`src/verilog/pll_tune_params.svh`:
```
// Overview of operation
// - The block holds a seven-bit oscillator trim code that the tuning engine writes during a search.
// - A three-bit settle select, reset 4, sets the wait after each trim change; larger waits longer.
// - With tuning enabled, a write of zero to the hold bit starts a tuning run.
// - The engine adjusts the trim code itself until the oscillator frequency is centred.
// - The completion flag reads one after a run finishes its last trial bit, or after a run was skipped with tuning disabled.
// - The calibration-run bit, reset one, runs calibration while high and holds it in reset while low.
// - Clearing the calibration-run bit also resets the digital and serial-link clock dividers.
`ifndef PLL_TUNE_PARAMS_SVH
`define PLL_TUNE_PARAMS_SVH
`define OFS_TRIM 8'h59
`define OFS_HOLD 8'h5c
`define OFS_TUNE_CTRL 8'h5d
`define OFS_TUNE_STATE 8'h5e
`define OFS_CAL_RUN 8'h61
`define RST_HOLD 1'b0
`define RST_TUNE_EN 1'b0
`define RST_SETTLE_SEL 3'h4
`define RST_CAL_RUN 1'b1
`define RST_TRIM 7'h00
`define TRIM_START 7'h40
`define TRIM_TOP_BIT 3'h6
`define BIT_HOLD 0
`define BIT_TUNE_EN 0
`define FLD_SETTLE_HI 6
`define FLD_SETTLE_LO 4
`define BIT_DONE 0
`define BIT_CAL_RUN 0
`define FLD_TRIM_HI 6
`define FLD_TRIM_LO 0
`define CLK_PERIOD_NS 40
`define SETTLE_BASE_NS 1000
`define SETTLE_BASE_CYC ((`SETTLE_BASE_NS + `CLK_PERIOD_NS - 1) / `CLK_PERIOD_NS)
`define SETTLE_MIN_CYC 8
`endif

```
`src/verilog/pll_tune_pkg.sv`:
```
package pll_tune_pkg;
  typedef enum logic [1:0] {
    ST_IDLE = 2'b01,
    ST_SETTLE = 2'b10
  } tune_state_t;

  typedef struct packed {
    logic [15:0] count;
    logic expired;
  } settle_timer_t;

  typedef struct packed {
    tune_state_t state;
    logic hold;
    logic tune_en;
    logic [2:0] settle_sel;
    logic cal_run;
    logic [6:0] trim;
    logic done;
    logic [2:0] bitpos;
    logic [7:0] rdata;
    logic fast_s1;
    logic fast_s2;
    logic start;
  } tune_ctl_t;
endpackage

```
`src/verilog/settle_timer.sv`:
```
module settle_timer
  import pll_tune_pkg::*;
(
  input wire logic clk,
  input wire logic rst,
  input wire logic ce,
  input wire logic start,
  input wire logic [15:0] load,
  output logic expired
);
  settle_timer_t s_reg;
  settle_timer_t s_next;

  always_comb begin
    s_next = s_reg;
    s_next.expired = 1'b0;
    if (start) begin
      s_next.count = load;
    end else if (s_reg.count != 16'h0000) begin
      s_next.count = s_reg.count - 16'h0001;
      s_next.expired = (s_reg.count == 16'h0001);
    end
  end

  always_ff @(posedge clk) begin
    if (rst) begin
      s_reg <= '0;
    end else if (ce) begin
      s_reg <= s_next;
    end
  end

  assign expired = s_reg.expired;
endmodule // settle_timer

```
`src/verilog/pll_tune_ctrl.sv`:
```
`include "pll_tune_params.svh"

module pll_tune_ctrl
  import pll_tune_pkg::*;
(
  input wire logic clk,
  input wire logic rst,
  input wire logic ce,
  input wire logic reg_wr,
  input wire logic reg_rd,
  input wire logic [7:0] reg_addr,
  input wire logic [7:0] reg_wdata,
  output logic [7:0] reg_rdata,
  input wire logic vco_fast_pin,
  output logic synth_pll_hold,
  output logic [6:0] oscillator_trim_code,
  output logic oscillator_tune_complete,
  output logic tune_active,
  output logic cal_run,
  output logic cal_logic_reset,
  output logic divider_reset
);
  tune_ctl_t s_reg;
  tune_ctl_t s_next;
  logic tmr_expired;
  logic [15:0] settle_load;
  logic wr_hold;
  logic wr_ctrl;
  logic wr_cal;
  logic wr_trim;
  logic finish;
  logic restart;
  logic abort;
  logic [7:0] word_trim;
  logic [7:0] word_hold;
  logic [7:0] word_ctrl;
  logic [7:0] word_state;
  logic [7:0] word_cal;

  // Each step doubles the settle wait
  assign settle_load = 16'(`SETTLE_BASE_CYC) << s_reg.settle_sel;

  // Timer runs on after an abort; an idle engine ignores its expiry
  settle_timer u_timer (
    .clk(clk),
    .rst(rst),
    .ce(ce),
    .start(s_reg.start),
    .load(settle_load),
    .expired(tmr_expired)
  );

  assign wr_hold = reg_wr && (reg_addr == `OFS_HOLD);
  assign wr_ctrl = reg_wr && (reg_addr == `OFS_TUNE_CTRL);
  assign wr_cal = reg_wr && (reg_addr == `OFS_CAL_RUN);
  assign wr_trim = reg_wr && (reg_addr == `OFS_TRIM);
  assign abort = wr_hold && reg_wdata[`BIT_HOLD];
  assign restart = wr_hold && !reg_wdata[`BIT_HOLD] && s_reg.tune_en;
  assign finish = (s_reg.state == ST_SETTLE) && tmr_expired && (s_reg.bitpos == 3'h0) &&
    !restart;

  // Reserved bits are never stored, so they read back as zero
  always_comb begin
    word_trim = 8'h00;
    word_trim[`FLD_TRIM_HI:`FLD_TRIM_LO] = s_reg.trim;
    word_hold = 8'h00;
    word_hold[`BIT_HOLD] = s_reg.hold;
    word_ctrl = 8'h00;
    word_ctrl[`FLD_SETTLE_HI:`FLD_SETTLE_LO] = s_reg.settle_sel;
    word_ctrl[`BIT_TUNE_EN] = s_reg.tune_en;
    word_state = 8'h00;
    word_state[`BIT_DONE] = s_reg.done;
    word_cal = 8'h00;
    word_cal[`BIT_CAL_RUN] = s_reg.cal_run;
  end

  always_comb begin
    s_next = s_reg;
    s_next.start = 1'b0;
    // Comparator is asynchronous; only the second stage is read
    s_next.fast_s1 = vco_fast_pin;
    s_next.fast_s2 = s_reg.fast_s1;
    if (reg_rd) begin
      unique case (reg_addr)
        `OFS_TRIM: s_next.rdata = word_trim;
        `OFS_HOLD: s_next.rdata = word_hold;
        `OFS_TUNE_CTRL: s_next.rdata = word_ctrl;
        `OFS_TUNE_STATE: s_next.rdata = word_state;
        `OFS_CAL_RUN: s_next.rdata = word_cal;
        default: s_next.rdata = 8'h00;
      endcase
    end
    // Any hold write ends a run; a skip must not leave the engine searching
    if (wr_hold) begin
      s_next.hold = reg_wdata[`BIT_HOLD];
      s_next.state = ST_IDLE;
      if (abort) begin
        s_next.done = 1'b0;
      end else if (restart) begin
        s_next.done = 1'b0;
        s_next.state = ST_SETTLE;
        s_next.trim = `TRIM_START;
        s_next.bitpos = `TRIM_TOP_BIT;
        s_next.start = 1'b1;
      end else begin
        s_next.done = 1'b1;
      end
    end
    if (wr_ctrl) begin
      s_next.tune_en = reg_wdata[`BIT_TUNE_EN];
      s_next.settle_sel = reg_wdata[`FLD_SETTLE_HI:`FLD_SETTLE_LO];
    end
    if (wr_cal) begin
      s_next.cal_run = reg_wdata[`BIT_CAL_RUN];
    end
    // Engine owns the code mid-run; a stray write would corrupt the search
    if (wr_trim && s_reg.state == ST_IDLE) begin
      s_next.trim = reg_wdata[`FLD_TRIM_HI:`FLD_TRIM_LO];
    end
    // Successive approximation, one bit per settle period; completion set wins
    // A fresh start overrides a step that falls in the same cycle
    if (s_reg.state == ST_SETTLE && tmr_expired && !restart) begin
      if (s_reg.fast_s2) begin
        s_next.trim[s_reg.bitpos] = 1'b0;
      end
      if (s_reg.bitpos == 3'h0) begin
        s_next.state = ST_IDLE;
        s_next.done = 1'b1;
      end else begin
        s_next.bitpos = s_reg.bitpos - 3'h1;
        s_next.trim[s_reg.bitpos - 3'h1] = 1'b1;
        s_next.start = 1'b1;
      end
    end
  end

  always_ff @(posedge clk) begin
    if (rst) begin
      s_reg <= '0;
      s_reg.state <= ST_IDLE;
      s_reg.hold <= `RST_HOLD;
      s_reg.tune_en <= `RST_TUNE_EN;
      s_reg.settle_sel <= `RST_SETTLE_SEL;
      s_reg.cal_run <= `RST_CAL_RUN;
      s_reg.trim <= `RST_TRIM;
    end else if (ce) begin
      s_reg <= s_next;
    end
  end

  assign reg_rdata = s_reg.rdata;
  assign synth_pll_hold = s_reg.hold;
  assign oscillator_trim_code = s_reg.trim;
  assign oscillator_tune_complete = s_reg.done;
  assign tune_active = (s_reg.state == ST_SETTLE);
  assign cal_run = s_reg.cal_run;
  assign cal_logic_reset = !s_reg.cal_run;
  assign divider_reset = !s_reg.cal_run;
endmodule // pll_tune_ctrl

```
`config.mk`:
```
export PLATFORM = sky130hd
export DESIGN_NAME = pll_tune_ctrl
export DESIGN_NICKNAME = d
export VERILOG_FILES = /design/src/verilog/pll_tune_pkg.sv /design/src/verilog/settle_timer.sv /design/src/verilog/pll_tune_ctrl.sv
export VERILOG_INCLUDE_DIRS = /design/src /design/src/verilog
export SDC_FILE = /design/constraint.sdc
export NUM_CORES = 1
export LEC_CHECK = 0
export ABC_AREA = 1
export BUFFER_PORTS_ARGS = -buffer_cell sky130_fd_sc_hd__buf_2
export CORE_MARGIN = 2
export CORE_UTILIZATION = 52
export DETAILED_ROUTE_END_ITERATION = 8
export PLACE_DENSITY = 0.76
export SKIP_CTS_REPAIR_TIMING = 1
export SYNTH_ARGS = -nofsm -noshare
export SYNTH_HDL_FRONTEND = slang
export SYNTH_SLANG_ARGS = --single-unit
export TNS_END_PERCENT = 20
```
`constraint.sdc`:
```
create_clock -name clk -period 1.6 [get_ports clk]
set_input_delay 0.32 -clock clk [delete_from_list [all_inputs] [get_ports clk]]
set_output_delay 0.32 -clock clk [all_outputs]
set_load 0.005 [all_outputs]
```
==> metrics.md, run 1 <==
| Metric | Value |
|---|---|
| Mapped cell area | `between 3000 and 4000 µm²` |
| Die X | `82.04 µm` |
| First-pass GRT wire length | `between 10000 and 15000 µm` |
| Die area | `approximately 6700 µm²` |
| # Max-Cap Violations | `0` |
| Area share of xor/xnor cells in the synthesized design | `under 10%` |
| Number of flip-flops under the largest register name | `16` |
| CTS tree | `done` |
| Area grow syn2layout | `15.88%` |
| Fin Hold WS | `244.3 ps` |
| Largest net degree at the start of global routing | `25` |
| Grt ovf | `0` |
| DRT iter0 DRCs | `between 150 and 200` |
| Design Area, Final | `between 3000 and 4000 µm²` |
| Htree depth | `2` |
| Met2 wire length | `slightly above 4000 µm` |
| Worst-path cell chain | `nor2_2 -> nand2_2 -> nor3_4 -> nand3_2 -> nand2_4 -> inv_1 -> o21ai_0 -> nor2_1` |
| Die Ht | `82.04 µm` |
| Critical path depth | `8` |
| CTS root buffer | `clkbuf_8` |
| Power after layout | `about 4.9 mW` |
| Fillers | `about 590` |
| Achievable Freq | `between 0.6 and 0.7 GHz` |
| Final worst-path cycle share | `between 90% and 100%` |
| Period minus WS final | `between 1500 and 2000 ps` |
| Post-DP HPWL | `5948 µm` |
| Compound-Gate Fraction of Synth Area | `11.14%` |
| CP bufs+invs | `1` |
| Num CTS Buffers | `5` |
| Final Setup Violations | `0` |
| Clock skew | `about 6.8 ps` |
| CTS Sinks | `46` |
| Worst hold path type | `input port to flop` |
| Drt total wl | `approximately 8000 µm` |
| Site Rows | `28` |
| CP endpoint kind | `flop` |
| Area of placed instances | `~3500 µm²` |
| GRT Overall Usage | `25.27%` |
| CP Launch Type | `flop` |
| Max layer used | `met4` |
| Drt pass-1 iters | `4` |
| Share of post-route cells with drive strength above 1 | `between 20% and 30%` |
| Cells after Synth | `between 500 and 600` |
| Clock latency on the worst-skew pair | `approximately 300 ps` |
| Critical Path Slowest Stage Cell | `dfxtp_1` |
| Commonest non-fill, non-tap cells in the layout | `135 x nand2_1, 70 x nor2_1, 56 x inv_1, 47 x nand3_1, 44 x dfxtp_1` |
| Largest fanout on the critical path | `5` |
| Met1 wire length | `approximately 3500 µm` |
| Worst-path clk slew | `around 90 ps` |
| Post-route ant nets | `0` |
| Adder-Cell Fraction of Synth Area | `under 10%` |
| Initial Utilization | `between 50% and 60%` |
| Setup CP Type | `flop to flop` |
| Max Slew Vio Count | `0` |
| Hold depth | `3` |
| Post-synthesis sequential area ratio | `roughly 29%` |
| Vias/cell | `between 5 and 6` |
| Leakage power | `1.816 nW` |
| Syn Nets | `between 500 and 600` |
| Io pins | `43` |
| Routability cong. | `0.8980` |
| Simple-Gate Fraction of Synth Area | `around two fifths` |
| Avg Synthesized Cell Area | `approximately 6.2 µm²` |
| Synth warnings | `0` |
| RSZ-0062 raised after global routing | `yes` |
| Slowest stage delay, CP | `330 ps` |
| Register bit count reported by yosys | `46` |
| Area of the multi-input gates | `between 1500 and 2000 µm²` |
| Initial antenna violation count | `0` |
| Routed wire length per instance | `around 12 µm` |
| Most common cell after layout, fill and taps aside | `nand2_1` |
| Register area | `923.4 µm²` |
| Fin. Hold Viols | `0` |
| Largest family of logic cells by synthesized area | `simple AND/OR/NAND/NOR gates` |
| Distinct cells, synth | `35` |
| Status | `finished, final reports clean` |
| Vias in the first global route | `3029` |
| Antenna diodes | `0` |
| Worst-case clock buffer depth | `2` |
| Metal3 WL | `between 200 and 250 µm` |
| Critical Path AT | `roughly 1700 ps` |
| Cell family with most CP delay | `simple AND/OR/NAND/NOR gates` |
| PortBufs | `40` |
| Vias | `between 3000 and 4000` |
| Worst r2r path cells | `8` |
| Multiplexer share of the synthesized area | `0%` |
| CORE AREA | `slightly below 6000 µm²` |
| Cell Pwr Density | `around 1300 nW/µm²` |
| Worst Path Required | `roughly 1800 ps` |
| Peak VDD IR | `roughly 0.97 mV` |
| Final net count | `roughly 600` |
| DRC viols | `0` |
==> per-layer routing <==
| layer | vias to the layer above | track usage [%] |
|---|---|---|
| li1 | 1708 | - |
| met1 | 1497 | 28.87 |
| met2 | 52 | 47.72 |
| met3 | 11 | 4.066 |
| met4 | 0 | 7.500 |
| met5 | - | 0 |
==> final timing paths <==
check                           startpoint                        endpoint  slack (ps)
min reg2reg         s_reg[29]$_SDFFE_PP0P_          s_reg[29]$_SDFFE_PP0P_         470
min                           vco_fast_pin          s_next[1]$_SDFFE_PP0P_         240
max          u_timer.s_reg[9]$_SDFFE_PP0P_  u_timer.s_reg[10]$_SDFFE_PP0P_          70
max reg2reg  u_timer.s_reg[9]$_SDFFE_PP0P_  u_timer.s_reg[10]$_SDFFE_PP0P_          70
==> kinds of logic (layout without fill, tap and decap cells) <==
logic type / after synthesis / in the layout
AO/OA/AOI/OAI: 65 / 65
XOR/XNOR: 11 / 11
adder cells (fa/ha/maj): 9 / 9
buffers and inverters: 93 / 144
flip-flops: 46 / 46
other: 1 / 1
AND/OR/NAND/NOR: 288 / 288
==> per-stage QoR <==
step | util, % | TNS (ps) | worst slack, ps | cells
after floorplan | - | 0 | 49.04 | 513
after global placement | 59.30 | 0 | 9.946 | 629
after detailed placement | 59.30 | -52.71 | -24.25 | 629
after CTS | 60.84 | -11.13 | -5.154 | 637
after global routing | 61.98 | -87.35 | -54.54 | 639
final | 61.98 | 0 | 68.52 | 639
==> worst min-delay path, cell delays in order <==
cell and delay (ps):
buf_2 70, nor2_1 30, nor2_1 80
==> synth_stat cells <==
cell type  number  share of area, %
nor2_2          4              0.79
nand3b_1        2              0.47
buf_4          17               4.0
buf_1           2              0.24
o21ai_0        29               4.6
buf_2           5              0.79
o211ai_1        2              0.47
a21oi_1        27               4.3
xnor2_1         4               1.1
clkinv_1        2              0.24
nand2_2         1              0.20
nand3_2         1              0.32
nor2_1         73               8.7
nand3_1        47               7.4
nand4_2         1              0.40
clkbuf_8        1              0.43
ha_1            9               3.6
a21oi_2         5               1.4
nand2_4         1              0.36
nand2_1       138                16
o21a_1          1              0.24
buf_12          1              0.63
conb_1          1              0.12
xor2_1          7               1.9
inv_1          57               6.8
dfxtp_1        46                29
nor3_1         11               1.7
buf_6           1              0.36
inv_2           2              0.24
nand4_1         6               1.2
nor2_4          1              0.36
o22ai_1         1              0.20
nor4_1          1              0.20
nor3_2          1              0.32
clkbuf_1        5              0.59
==> final cells by class <==
class / instances / area share (%)
multi-input cells: 374 / 50.12
flip-flops and latches: 46 / 25.16
repair buffers: 75 / 13.30
inverters: 61 / 6.376
well taps: 75 / 2.557
clock buffers: 7 / 2.353
clock inverters: 1 / 0.1364
==> report_power, final <==
part | total [mW] | internal (mW) | switching, mW | leakage [nW]
sequential | 1.53 | 1.34 | 0.185 | 0.377
combinational | 2.59 | 1.11 | 1.48 | 1.39
clock | 0.755 | 0.350 | 0.406 | 0.0482
total | 4.87 | 2.80 | 2.07 | 1.82
Note: power is estimated with default switching activity, not from simulation.
==> run 2, diff against run 1 <==
Settings changed: ABC_AREA 1 to unset, CORE_UTILIZATION 52 to 57, PLACE_DENSITY 0.76 to 0.8, SLEW_MARGIN set to 20.
Clock period 1.6 ns to 1.5 ns, I/O delays scaled along.
==> run 2 against run 1 <==
The flow now finishes with violations (negative setup slack); maximum frequency fell by 20%; combinational power rose by 93%; design area rose by 15%; clock skew fell by 2.3 ps; largest cell class unchanged.
==> metrics.md, run 2 <==
| Metric | Value |
|---|---|
| Worst-path cell chain | `nor4_4 -> nand4_1 -> buf_4 -> o31ai_4 -> buf_4 -> o21ai_1 -> o21ai_1` |
| Avg Synthesized Cell Area | `approximately 8 µm²` |
| Most common cell after layout, fill and taps aside | `buf_4` |
| CORE AREA | `around 5000 µm²` |
| Area contributors post-synth | `dfxtp_1 31%, o21ai_0 4.4%, nor2_1 4.2%` |
| Initial antenna violation count | `0` |
| Vias/cell | `around 6.3` |
| Area grow syn2layout | `42.32%` |
| Yosys top cell area share | `about 31%` |
| Fin Hold WS | `between 200 and 250 ps` |
| Hold Crit Start | `vco_fast_pin` |
| Period minus WS final | `slightly below 2000 ps` |
| GRT Overall Usage | `between 30% and 40%` |
| Die X | `76.21 µm` |
| Area leader, netlist | `dfxtp_1` |
| Site Rows | `26` |
| Number of flip-flops under the largest register name | `16` |
| CP endpoint kind | `flop` |
| Final net count | `roughly 520` |
| Die area | `around 5800 µm²` |
| Reg-to-reg critical path endpoint | `u_timer.s_reg[12]$_SDFFE_PP0P_` |
| Vias | `roughly 3500` |
| Num CTS Buffers | `5` |
| Status | `finished with violations` |
| Drt pass-1 iters | `5` |
| Worst hold path type | `input port to flop` |
| Cell family with most CP delay | `simple AND/OR/NAND/NOR gates` |
| Worst-case clock buffer depth | `2` |
| Syn Nets | `405` |
| Worst r2r path cells | `7` |
| Cells after Synth | `~370` |
| Initial Utilization | `58.56%` |
| Fin. Hold Viols | `0` |
| Post-Layout Cell Count | `about 560` |
| Share of post-route cells with drive strength above 1 | `a little over two fifths` |
| DRT iter0 DRCs | `approximately 430` |
| Grt ovf | `0` |
| Clock skew | `about 4.5 ps` |
| Setup CP Type | `flop to flop` |
| Primary FF master, synth | `dfxtp_1` |
| Slowest stage delay, CP | `~430 ps` |
| Clock latency on the worst-skew pair | `300 ps` |
| Htree depth | `2` |
| CTS tree | `done` |
| Fraction of registers with async set/reset | `0%` |
| CTS Sinks | `46` |
| PortBufs | `40` |
| Synth warnings | `0` |
| Setup WS post-layout | `-424.5 ps` |
| RSZ-0062 raised after global routing | `yes` |
| Post-synth top cells | `46 x dfxtp_1, 33 x nor2_1, 27 x nand2_1` |
| Worst-path clk slew | `roughly 90 ps` |
| R2R Setup Slk | `-420 ps` |
| Worst Path Required | `1740 ps` |
| Largest net degree at the start of global routing | `17` |
| Routability cong. | `0.9605` |
| Vias in the first global route | `between 3000 and 4000` |
| Max Slew Vio Count | `0` |
| Critical Path AT | `between 2000 and 2500 ps` |
| Hold worst-path end | `s_next[1]$_SDFFE_PP0P_` |
| Post-route ant nets | `0` |
| First-pass GRT wire length | `approximately 15000 µm` |
| Largest fanout on the critical path | `6` |
| Antenna diodes | `0` |
| Achievable Freq | `between 0.5 and 0.6 GHz` |
| Post-synthesis sequential area ratio | `between 30% and 40%` |
| Critical Path Slowest Stage Cell | `nor4_4` |
| Io pins | `43` |
| CP bufs+invs | `2` |
| EDFF count, synth | `0` |
| # Max-Cap Violations | `0` |
| Commonest non-fill, non-tap cells in the layout | `101 x buf_4, 41 x dfxtp_1, 40 x buf_2, 29 x nor2_1, 25 x nand2_1` |
| Distinct cells, synth | `64` |
| Drt total wl | `10070 µm` |
| Final Setup Violations | `23` |
| Post-DP HPWL | `around 7100 µm` |
| CTS root buffer | `clkbuf_8` |
| Reg2reg start | `u_timer.s_reg[4]$_SDFFE_PP0P_` |
| Peak VDD IR | `roughly 1.5 mV` |
| Failing checks | `negative setup slack` |
| CP Launch Type | `flop` |
| Mapped cell area | `2972 µm²` |
| Register bit count reported by yosys | `between 40 and 50` |
| Most frequent cell after synthesis | `dfxtp_1` |
| Die Ht | `about 76 µm` |
| DRC viols | `0` |
| Cell Pwr Density | `1804 nW/µm²` |
| Leakage power | `~1.8 nW` |
| Final worst-path cycle share | `128.3%` |
| Placed insts | `approximately 550` |
| Routed wire length per instance | `17.89 µm` |
| Hold depth | `3` |
| Sum of negative setup slack | `-5296 ps` |
[run 2: changes by cell type after synthesis, sizes merged, moves of 8 or more]
cell,before,now
nand2b,0,8
nor4,1,9
mux2i,0,9
a21oi,32,24
a22oi,0,9
nand3,48,16
a22o,0,8
inv,59,16
nor2,78,33
nand2,140,27
[run 2: power by group]
part	internal [mW]	leakage [nW]	switching [mW]
Combinational	2.52	1.34	2.48
Clock	0.499	0.0524	0.430
Sequential	1.43	0.375	0.263
[run 2: metrics by stage]
step                      total power [mW]  util [%]  instance area [µm²]  setup slack (ps)
final                                7.631     83.33                 4229            -424.5
after CTS                            6.639     79.49                 4034            -433.9
after detailed placement             5.702     77.39                 3928            -413.0
after global routing                 7.970     83.33                 4229            -485.7
after global placement               5.602     77.39                 3928            -402.4
after floorplan                      3.974         -                 3136            -433.1
[run 2: worst register-to-register path, cell delays in order (launching register included)]
cell	delay, ps
dfxtp_1	350
nor4_4	430
nand4_1	170
buf_4	220
o31ai_4	370
buf_4	200
o21ai_1	60
o21ai_1	70
[run 2: cell type report]
class,instances,area [µm²]
clock inverters,1,30.03
well taps,70,87.58
clock buffers,7,76.32
multi-input cells,281,2071
inverters,16,67.56
repair buffers,142,969.7
fillers,338,845.8
flip-flops and latches,46,927.1
[run 2: worst max-delay path by stage]
stage	startpoint	end	slack, ps	cells after the start
6_report	u_timer.s_reg[4]$_SDFFE_PP0P_	u_timer.s_reg[12]$_SDFFE_PP0P_	-420	7
5_1_grt	u_timer.s_reg[6]$_SDFFE_PP0P_	u_timer.s_reg[12]$_SDFFE_PP0P_	-490	7
4_1_cts	u_timer.s_reg[2]$_SDFFE_PP0P_	u_timer.s_reg[13]$_SDFFE_PP0P_	-430	7
3_5_place_dp	reg_addr[1]	reg_rdata[6]$_SDFFE_PP0P_	-410	5
3_3_place_gp	reg_addr[1]	oscillator_trim_code[2]$_SDFFE_PP0P_	-400	7
2_1_floorplan	u_timer.s_reg[2]$_SDFFE_PP0P_	u_timer.s_reg[13]$_SDFFE_PP0P_	-430	7
[run 2: layer usage]
layer / routed length, µm / vias to the layer above / GRT usage, %
li1: - / 1622 / -
met1: 4439 / 1646 / 46.51
met2: 4420 / 219 / 50.35
met3: 952 / 43 / 4.739
met4: 257 / 0 / 9.818
met5: 0 / - / 0
[run 2: logic make-up (layout without fill, tap and decap cells)]
kind of cell / count (synthesis) / count (layout) / share of synthesized area, %
compound gates: 116 / 117 / 26.53
mux: 10 / 10 / 3.411
flops: 46 / 46 / 30.99
simple gates: 143 / 143 / 26.61
buf+inv: 48 / 166 / 8.253
fa+ha+maj: 9 / 9 / 3.790
xor+xnor: 1 / 1 / 0.2948
other cells: 1 / 1 / 0.1262
